===== src/mmbc_pkg.sv =====
// package for the minimum-mode bus control block
// assumes a single 50 MHz clock and an active-high asynchronous reset
//
// Behaviour
// queue status shown cycle after operation
// status codes: none, first, flush, subsequent
// strap high selects minimum-mode pin functions
// memory/io select valid T4 to T4; code drives it from T1 to T4
// control outputs float during hold acknowledge; code keeps int_ack_strobe_n driven
// write strobe low in T2, T3, waits
// interrupt strobe low in T2, T3, waits
// latch strobe high during every T1
// latch strobe never floated
// direction high transmit, same window as select
// transceiver enable on every access cycle
// enable mid-T2 read, start-T2 write, to mid-T4
// requester holds request high while needed
// acknowledge mid T4 or idle, float bus
// drop acknowledge after request low, drive later
// release only when cycle conditions allow
// requester synchronises hold request input
// cycle runs T1, T2, T3, waits, T4
package mmbc_pkg;

  // queue status codes
  localparam logic [1:0] MMBC_QS_NONE  = 2'h0;
  localparam logic [1:0] MMBC_QS_FIRST = 2'h1;
  localparam logic [1:0] MMBC_QS_FLUSH = 2'h2;
  localparam logic [1:0] MMBC_QS_SUBSQ = 2'h3;

  // bus cycle kinds
  typedef enum logic [1:0] {
    MMBC_CYC_READ,
    MMBC_CYC_WRITE,
    MMBC_CYC_INT_ACK_STROBE_N
  } mmbc_cyc_t;

  // bus timing states
  typedef enum logic [2:0] {
    MMBC_ST_IDLE,
    MMBC_ST_T1,
    MMBC_ST_T2,
    MMBC_ST_T3,
    MMBC_ST_WAIT,
    MMBC_ST_T4,
    MMBC_ST_HOLD
  } mmbc_state_t;

  // reset values
  localparam logic [1:0] MMBC_QS_RESET = 2'h0;

endpackage : mmbc_pkg


===== src/mmbc_sync.sv =====
// two-flop synchroniser for one pin input
// assumes the pin is asynchronous to clk
`timescale 1ns/1ps
`default_nettype none
module mmbc_sync (
  // clock and reset
  input  wire logic clk,
  input  wire logic reset,
  // pin and result
  input  wire logic pin_in,
  output var  logic level_out
);
  logic stage1_reg;  // read only by the second stage

  // two stages, no logic between
  always_ff @(posedge clk or posedge reset) begin
    if (reset) begin
      stage1_reg <= 1'b0;
      level_out  <= 1'b0;
    end else begin
      stage1_reg <= pin_in;
      level_out  <= stage1_reg;
    end
  end
endmodule : mmbc_sync
`default_nettype wire


===== src/mmbc_qstat.sv =====
// queue status output stage
// assumes queue events arrive from same-clock logic, one-cycle pulses
`timescale 1ns/1ps
`default_nettype none
module mmbc_qstat
  import mmbc_pkg::*;
(
  // clock and reset
  input  wire logic       clk,
  input  wire logic       reset,
  // queue events this cycle
  input  wire logic       q_first,
  input  wire logic       q_flush,
  input  wire logic       q_subsq,
  // status pins
  output var  logic [1:0] queue_status
);
  // registered so it shows in the following cycle
  // flush wins if events collide
  always_ff @(posedge clk or posedge reset) begin
    if (reset) begin
      queue_status <= MMBC_QS_RESET;
    end else if (q_flush) begin
      queue_status <= MMBC_QS_FLUSH;
    end else if (q_first) begin
      queue_status <= MMBC_QS_FIRST;
    end else if (q_subsq) begin
      queue_status <= MMBC_QS_SUBSQ;
    end else begin
      queue_status <= MMBC_QS_NONE;
    end
  end
endmodule : mmbc_qstat
`default_nettype wire


===== src/mmbc_top.sv =====
// minimum-mode local bus control strobes and hold handshake
// assumes internal requests are same-clock; hold_req and ready pins are not
// half-cycle edges are modelled with negedge flops of the same clock
`timescale 1ns/1ps
`default_nettype none
module mmbc_top
  import mmbc_pkg::*;
(
  // clock and reset
  input  wire logic       clk,
  input  wire logic       reset,
  // configuration strap, pin
  input  wire logic       config_strap,
  // internal bus request
  input  wire logic       cyc_req,
  input  wire logic [1:0] cyc_kind,
  input  wire logic       cyc_mem,
  input  wire logic       cyc_odd_low,
  input  wire logic       cyc_first_int_ack_strobe_n,
  input  wire logic       lock_active,
  output logic            cyc_start,
  output logic            cyc_done,
  // memory ready pin
  input  wire logic       ready,
  // internal queue events
  input  wire logic       q_first,
  input  wire logic       q_flush,
  input  wire logic       q_subsq,
  // hold handshake pins
  input  wire logic       hold_req,
  output var  logic       bus_yield_ack,
  // control pins
  output var  logic       mem_io_sel,
  output logic            mem_io_sel_oe,
  output var  logic       write_strobe_n,
  output logic            write_strobe_n_oe,
  output logic            int_ack_strobe_n,
  output logic            int_ack_strobe_n_oe,
  output var  logic       addr_latch,
  output var  logic       transceiver_direction,
  output logic            transceiver_direction_oe,
  output logic            transceiver_enable_n,
  output logic            transceiver_enable_n_oe,
  // queue status pins
  output var  logic [1:0] queue_status,
  output logic            queue_status_oe
);
  mmbc_state_t state_reg;       // bus timing state
  mmbc_cyc_t   kind_reg;        // kind of current cycle
  logic        strap_sync;      // synchronised strap
  logic        min_mode_reg;    // strap sampled every clock after reset
  logic        hold_sync;       // synchronised hold request
  logic        ready_sync;      // synchronised ready
  logic        hold_seen_reg;   // request seen by T2
  logic        no_release_reg;  // cycle must not be split
  logic        mio_drive_reg;   // select/direction window
  logic        den_mid_reg;     // enable from mid T2
  logic        den_end_reg;     // enable stops mid T4
  logic        bus_yield_ack_mid_reg;    // hold ack raised mid cycle
  logic        release_ok;      // hold may be taken now
  logic        floated;         // bus given away

  // strap and pin synchronisers
  mmbc_sync u_strap (.clk(clk), .reset(reset), .pin_in(config_strap), .level_out(strap_sync));
  mmbc_sync u_hold  (.clk(clk), .reset(reset), .pin_in(hold_req),     .level_out(hold_sync));
  mmbc_sync u_ready (.clk(clk), .reset(reset), .pin_in(ready),        .level_out(ready_sync));

  // queue status stage
  mmbc_qstat u_qstat (
    .clk          (clk),
    .reset        (reset),
    .q_first      (q_first),
    .q_flush      (q_flush),
    .q_subsq      (q_subsq),
    .queue_status (queue_status)
  );

  // strap followed every clock after reset, cleared under it
  always_ff @(posedge clk or posedge reset) begin
    if (reset) begin
      min_mode_reg <= 1'b0;
    end else begin
      min_mode_reg <= strap_sync;
    end
  end

  // release allowed only when cycle is splittable
  assign release_ok = hold_sync && (!cyc_mem_active() || (hold_seen_reg && !no_release_reg));

  function automatic logic cyc_mem_active();
    cyc_mem_active = (state_reg != MMBC_ST_IDLE) && (state_reg != MMBC_ST_HOLD);
  endfunction : cyc_mem_active

  // bus state sequence
  // hold left once request seen low
  always_ff @(posedge clk or posedge reset) begin
    if (reset) begin
      state_reg <= MMBC_ST_IDLE;
    end else begin
      unique case (state_reg)
        MMBC_ST_IDLE: begin
          if (hold_sync) begin
            state_reg <= MMBC_ST_HOLD;
          end else if (cyc_req) begin
            state_reg <= MMBC_ST_T1;
          end
        end
        MMBC_ST_T1: state_reg <= MMBC_ST_T2;
        MMBC_ST_T2: state_reg <= MMBC_ST_T3;
        MMBC_ST_T3: begin
          // wait states while memory not ready
          state_reg <= ready_sync ? MMBC_ST_T4 : MMBC_ST_WAIT;
        end
        MMBC_ST_WAIT: state_reg <= ready_sync ? MMBC_ST_T4 : MMBC_ST_WAIT;
        MMBC_ST_T4: begin
          if (release_ok) begin
            state_reg <= MMBC_ST_HOLD;
          end else if (cyc_req && !hold_sync) begin
            state_reg <= MMBC_ST_T1;
          end else if (hold_sync) begin
            // locked or split cycle: keep bus if a next cycle is requested, else idle
            state_reg <= cyc_req ? MMBC_ST_T1 : MMBC_ST_IDLE;
          end else begin
            state_reg <= MMBC_ST_IDLE;
          end
        end
        MMBC_ST_HOLD: begin
          if (!hold_sync) begin
            state_reg <= MMBC_ST_IDLE;
          end
        end
      endcase
    end
  end

  // cycle attributes captured at start
  always_ff @(posedge clk or posedge reset) begin
    if (reset) begin
      kind_reg       <= MMBC_CYC_READ;
      no_release_reg <= 1'b0;
    end else if (cyc_start) begin
      kind_reg       <= mmbc_cyc_t'(cyc_kind);
      no_release_reg <= !cyc_mem || cyc_odd_low || cyc_first_int_ack_strobe_n || lock_active;
    end
  end

  // request must arrive by T2
  always_ff @(posedge clk or posedge reset) begin
    if (reset) begin
      hold_seen_reg <= 1'b0;
    end else if (state_reg == MMBC_ST_T1 || state_reg == MMBC_ST_T2) begin
      hold_seen_reg <= hold_seen_reg || hold_sync;
    end else if (state_reg == MMBC_ST_T4 || state_reg == MMBC_ST_IDLE) begin
      hold_seen_reg <= 1'b0;
    end
  end

  assign cyc_start = (state_reg == MMBC_ST_IDLE && cyc_req && !hold_sync) ||
                     (state_reg == MMBC_ST_T4 && cyc_req && !release_ok);
  assign cyc_done  = (state_reg == MMBC_ST_T4);

  // select valid from T1 through final T4
  // direction shares the same window
  always_ff @(posedge clk or posedge reset) begin
    if (reset) begin
      mio_drive_reg         <= 1'b0;
      mem_io_sel            <= 1'b0;
      transceiver_direction <= 1'b0;
    end else if (cyc_start) begin
      mio_drive_reg         <= 1'b1;
      mem_io_sel            <= cyc_mem;
      transceiver_direction <= (mmbc_cyc_t'(cyc_kind) == MMBC_CYC_WRITE);
    end else if (state_reg == MMBC_ST_T4 || state_reg == MMBC_ST_HOLD) begin
      mio_drive_reg         <= 1'b0;
    end
  end

  // write strobe over T2, T3 and waits
  always_ff @(posedge clk or posedge reset) begin
    if (reset) begin
      write_strobe_n <= 1'b1;
    end else begin
      write_strobe_n <= !(kind_reg == MMBC_CYC_WRITE &&
                          (state_reg == MMBC_ST_T1 || state_reg == MMBC_ST_T2 ||
                           (state_reg == MMBC_ST_T3 && !ready_sync) ||
                           (state_reg == MMBC_ST_WAIT && !ready_sync)));
    end
  end

  // read and acknowledge enable starts mid T2, all end mid T4
  always_ff @(negedge clk or posedge reset) begin
    if (reset) begin
      den_mid_reg <= 1'b0;
      den_end_reg <= 1'b0;
    end else begin
      den_mid_reg <= (state_reg == MMBC_ST_T2 || state_reg == MMBC_ST_T3 ||
                      state_reg == MMBC_ST_WAIT);
      den_end_reg <= (state_reg == MMBC_ST_T4);
    end
  end

  // acknowledge rises mid T4 or idle
  always_ff @(negedge clk or posedge reset) begin
    if (reset) begin
      bus_yield_ack_mid_reg <= 1'b0;
    end else begin
      bus_yield_ack_mid_reg <= ((state_reg == MMBC_ST_T4 || state_reg == MMBC_ST_IDLE) && release_ok) ||
                      (state_reg == MMBC_ST_HOLD && hold_sync);
    end
  end

  // acknowledge pin rises mid T4 or idle, with the float
  // drops mid cycle once request seen low
  always_ff @(negedge clk or posedge reset) begin
    if (reset) begin
      bus_yield_ack <= 1'b0;
    end else begin
      bus_yield_ack <= ((state_reg == MMBC_ST_T4 || state_reg == MMBC_ST_IDLE) && release_ok) ||
                       (state_reg == MMBC_ST_HOLD && hold_sync);
    end
  end

  // latch strobe high during T1
  always_ff @(posedge clk or posedge reset) begin
    if (reset) begin
      addr_latch <= 1'b0;
    end else begin
      addr_latch <= cyc_start;
    end
  end

  // acknowledge strobe follows write-strobe window on int_ack_strobe_n
  assign int_ack_strobe_n = !(kind_reg == MMBC_CYC_INT_ACK_STROBE_N &&
                              (state_reg == MMBC_ST_T2 || state_reg == MMBC_ST_T3 ||
                               state_reg == MMBC_ST_WAIT));

  // enable during every access kind
  // write from start T2, others from mid T2
  assign transceiver_enable_n = !(((kind_reg == MMBC_CYC_WRITE) &&
                                   (state_reg == MMBC_ST_T2 || state_reg == MMBC_ST_T3 ||
                                    state_reg == MMBC_ST_WAIT)) ||
                                  ((kind_reg != MMBC_CYC_WRITE) && den_mid_reg &&
                                   state_reg != MMBC_ST_T4) ||
                                  (state_reg == MMBC_ST_T4 && !den_end_reg));

  // float while acknowledge is up
  // float at the moment acknowledge rises
  assign floated = bus_yield_ack_mid_reg || bus_yield_ack;

  // only minimum mode drives these pins
  assign mem_io_sel_oe            = min_mode_reg && !floated && mio_drive_reg;
  assign write_strobe_n_oe        = min_mode_reg && !floated;
  assign transceiver_direction_oe = min_mode_reg && !floated && mio_drive_reg;
  assign transceiver_enable_n_oe  = min_mode_reg && !floated;
  assign int_ack_strobe_n_oe      = min_mode_reg;
  // queue status owns the shared pins in the other mode
  assign queue_status_oe          = !min_mode_reg;
  // latch strobe has no enable, always driven

endmodule : mmbc_top
`default_nettype wire


===== config.mk =====
export PLATFORM = sky130hd
export DESIGN_NAME = mmbc_top
export DESIGN_NICKNAME = d
export VERILOG_FILES = /design/src/mmbc_pkg.sv /design/src/mmbc_sync.sv /design/src/mmbc_qstat.sv /design/src/mmbc_top.sv
export SDC_FILE = /design/constraint.sdc
export NUM_CORES = 1
export LEC_CHECK = 0
export ABC_AREA = 1
export BUFFER_PORTS_ARGS = -buffer_cell sky130_fd_sc_hd__buf_2
export CAP_MARGIN = 25
export CORE_UTILIZATION = 38
export DETAILED_ROUTE_END_ITERATION = 10
export PLACE_DENSITY = 0.73
export SLEW_MARGIN = 5
export SYNTH_ARGS = -nofsm -noshare
export SYNTH_HDL_FRONTEND = slang
export SYNTH_HIERARCHICAL = 1
export SYNTH_SLANG_ARGS = --single-unit
export TNS_END_PERCENT = 5

===== constraint.sdc =====
create_clock -name clk -period 1.6 [get_ports clk]
set_clock_uncertainty 0.15 [all_clocks]
set_input_delay 0.08 -clock clk [delete_from_list [all_inputs] [get_ports clk]]
set_output_delay 0.08 -clock clk [all_outputs]
set_load 0.03 [all_outputs]

# Word-level counts from Yosys, hierarchy flattened
# Cells that the tools add are included.
totals:
  register_bits: 24
  latchBits: 0
  ramBits: 0
  rom_bits: 0
  input_bits: 15
  out_inout_bits: 17
  word_cells: 104
  mem_count: 0
op_classes:
  n_addsub: 0
  mul: 0
  div: 0
  magnitude_cmp: 0
  n_eq_ne: 14
  shift: 0
  n_mux: 16
  n_bitwise: 0
  n_reduce_logical: 54
op_table:
  columns: ["operator", "n"]
  rows:
  - ["logical AND 1 bit", 20]
  - ["case mux 3 bit (6 select lines)", 1]
  - ["logical OR 1 bit", 16]
  - ["zero test 1 bit", 12]
  - ["two-way mux 3 bit", 4]
  - ["== test 3 bit (second input constant)", 3]
  - ["two-way mux 1 bit", 8]
  - ["== test 3 x 2 -> 1 bit (second input constant)", 2]
  - ["two-way mux 2 bit", 3]
  - ["!= test 3 bit (second input constant)", 2]
  - ["== test 2 x 1 -> 1 bit (second input constant)", 2]
  - ["nonzero test 2 bit", 2]
  - ["== test 3 x 1 -> 1 bit (second input constant)", 1]
  - ["zero test 3 bit", 1]
  - ["!= test 3 x 2 -> 1 bit (second input constant)", 1]
  - ["nonzero test 3 bit", 1]
  - ["== test 2 bit (second input constant)", 1]
  - ["!= test 2 x 1 -> 1 bit (second input constant)", 1]
  - ["!= test 2 bit (second input constant)", 1]
  - ["AND reduction 2 bit", 1]
  - ["OR reduction 2 bit", 1]

# Longest topological paths before layout
logic_depth:
  depth_word: 9
  mapped_depth: 8
  mapped_depth_nobuf: 8

# Hierarchy
# Netlist, hierarchy kept.
modules_own_cells:
  columns: ["module", "instances", "cells_per_inst", "area_per_inst_um2", "seq_area_each_um2"]
  rows:
  - ["mmbc_top", 1, 100, 830.8, 401.6]
  - ["mmbc_sync", 3, 3, 53.8, 50.0]
  - ["mmbc_qstat", 1, 9, 76.3, 50.0]

==> metrics.sh <==
NUM_PORTS=32
WORST_R2R_PATH_CELLS=5
GRT.MET1_USAGE=0.2142
GRT_PASS1_WL_UM=4257
RSZ0062_AT_GRT='true'
YOSYS_REGISTER_BITS=24
POST_SYNTH_NUM_CELL_TYPES=23
CTS_INSERTED_BUFFERS=3
POST_SYNTH_MAIN_AREA_CONTRIBUTORS='dfrtp_1, nand3_1, nand2_1'
VIA_COUNT_NORMALIZED_BY_INSTANCE_COUNT=4.836
LAYOUT-AREA-OVERHEAD-VS-SYNTH_PCT=51.99
FLOORPLAN.DIE.HEIGHT_UM=55.03
GLOBAL_ROUTE.OVERFLOW_TOTAL=0
SYNTH_ASYNC_SR_FLOP_SHARE=1.000
IRDROPWORSTVDD_uV=1304
SYNTH.TOP_CELL.AREA_SHARE=0.4684
CRITICAL_PATH_REQUIRED_PS=1370
TIGHTEST_SLEW_PS=246.4
GRTUSAGEMET2=0.3876
FINISH.CELL_COUNT_WITHOUT_FILLERS=214
GRT.TOTAL_USAGE=0.2016
PATH_MAX_FANOUT=2
DIE_AREA_UM2=3028
REPORT.FINAL.SLEW_VIOL_COUNT=0
R2R-END='bus_yield_ack'
SLEW_HEADROOM=0.8356
FLOORPLAN.CORE_AREA_UM2=2567
PATH_CLASS='register to output port'
SETUP_VIOL=11
CTS.SINK_COUNT=24
CHIP_WIDTH_UM=55.03
STATIC-LEAKAGE-POWER_nW=0.8846
MOST_USED_DFF_POST_SYNTH='dfrtp_1'
FIRST_GLOBAL_VIAS=1060
ANTENNA_CELLS=0
GLOBAL_ROUTE.PEAK_USAGE_LAYER='met2'
SYNTH_MOST_COMMON_CELL='nand2_1'
SYNTH_FP_NETS=133
SYNTH_EDF_COUNT=0
GP_CONGESTION=0.8156
CLOCK_TRANSITION_AT_THE_REGISTER_CLOCK_PINS_ON_THE_WORST_SETUP_AND_HOLD_PATHS_AFTER_CTS_PS=120
H-TREE-DEPTH=1
MAXCAPVIOLATIONS=0
PLACEDCELLCOUNT=195
CRITICAL_PATH_ARRIVAL_PS=1910
WORSTSETUPSTARTPOINTTYPE='register'
FIRSTDRTPASSITERS=5
VIA_COUNT=1035
CRIT-REG2REG-LAUNCH='state_reg[0]'
DP.FINAL_HPWL_UM=1874
YOSYS-TOP-CELLS-COUNT='nand2_1, dfrtp_1, inv_1'
STD_CELL_ROWS=18
POWER-PER-CELL-AREA_nW_PER_UM2=1808
NET_COUNT_OF_THE_FINISHED_LAYOUT=200
PORT-BUFFER-COUNT=31
POST_SYN_AREA_UM2=1069
ANTENNA_FOUND_INITIAL=0
CTS_TREE='built'
ROUTED_WL_UM=2604
FAILED_CHECKS='negative setup slack'
GRT_START_MAX_NET_PINS=14
POST-SYNTH-TOP-AREA-CELL='dfrtp_1'
CLKLATENCYLATEPIN_PS=310
LAYOUT_SETUP_WS_PS=-543.8
MET3_RESOURCE_USE_GR=0.04918
SYN_AVG_CELL_AREA_UM2=9.055
INITIAL_CORE_UTIL=0.4162
ANT_NETS_AFTER_ROUTE=0
YS_SEQ_AREA_FRAC=0.5632
CTSLONGESTPATHBUFFERS=2
CLK_ROOT_BUFFER_CELL='clkbuf_4'
HOLD_PATH_CLASS='input port to async pin'
DRT-WIRELENGTH-PER-CELL_UM=12.17
SHARE_OF_LAYOUT_CELLS_ABOVE_DRIVE_STRENGTH_1=0.3804
SYN-INSTANCE-COUNT=118
UTILIZATION=0.6326
SLACK_OF_THE_WORST_REG_TO_REG_PATH_PS=-440
OUTCOME='finished with violations'
TNS_PS=-4674
NUMBER_OF_FLIP_FLOPS_UNDER_THE_LARGEST_REGISTER_NAME=3
LAYOUT.FILLER_CELLS=205
ENDPOINT_KIND='output port'
TIMING.FINAL.HOLD_VIOLATIONS=0
INITIAL_DRC_COUNT=33
DETAIL_ROUTE.DRC_VIOLATIONS=0
POST-LAYOUT-TOTAL-POWER_mW=2.937
YOSYSWARNINGS=6
metal layers:
| layer | wire length [um] | share of wire |
|---|---|---|
| met1 | 974 | 0.37 |
| met5 | 0 | 0 |
| met2 | 1432 | 0.55 |
| met3 | 167 | 0.064 |
| met4 | 29 | 0.011 |
report_power, final:
group          internal [mW]  switching [mW]
Sequential             0.804           0.135
Combinational          0.723           0.963
Clock                  0.139           0.173
metrics by stage:
stage,worst slack [ps],hold WS (ps),area [um2]
2_1_floorplan,-526.8,-328.8,1086
3_3_place_gp,-341.3,-167.9,1395
3_5_place_dp,-405.6,-164.1,1395
4_1_cts,-550.2,39.35,1594
5_1_grt,-608.3,76.96,1624
6_report,-543.8,61.09,1624
layout make-up:
cell class	instances	area, um2	share of cell area
tap	30	37.54	0.02311
timing repair buffer	64	478.0	0.2943
clock buffer	4	36.28	0.02234
sequential	24	601.8	0.3706
inverter	22	82.58	0.05085
multi-input combinational	70	387.9	0.2388
critical path: stages (launching register included):
cell     delay (ps)
dfrtn_1         480
buf_4           160
nor2_4           40
buf_6           140
cell usage in the layout (no fill, tap or decap), types with 4 or more instances in the layout:
master,instances
buf_2,24
buf_4,20
buf_6,6
dfrtp_1,20
dlygate4sd3_1,14
inv_1,17
inv_2,4
nand2_1,21
nand3_1,16
nor2_1,8
o21ai_0,4
worst max path at each step:
stage,start,end,slack (ps),depth (start not counted)
after floorplan,bus_yield_ack,transceiver_direction_oe,-530,2
after global placement,state_reg[0],bus_yield_ack,-340,5
after detailed placement,state_reg[0],bus_yield_ack,-410,5
after CTS,bus_yield_ack,mem_io_sel_oe,-550,2
after global routing,den_mid_reg,transceiver_enable_n,-610,4
final,bus_yield_ack,transceiver_enable_n_oe,-540,3
kinds of logic (layout without fill, tap and decap cells):
group,after synthesis,after routing,share of synthesized area
AOI/OAI and AO/OA,11,11,0.05503
buffers and inverters,24,90,0.09132
and+or+nand+nor,59,59,0.2904
DFF,24,24,0.5632
what timing repair did:
action,in CTS,in global routing
gates resized for setup,9,7
setup buffers,0,1
hold buffers,14,0
endpoints found under the setup margin,11,16
hold endpoints to repair,33,0
pin swaps,2,0
No activity file was read; power rests on OpenSTA's default activity.
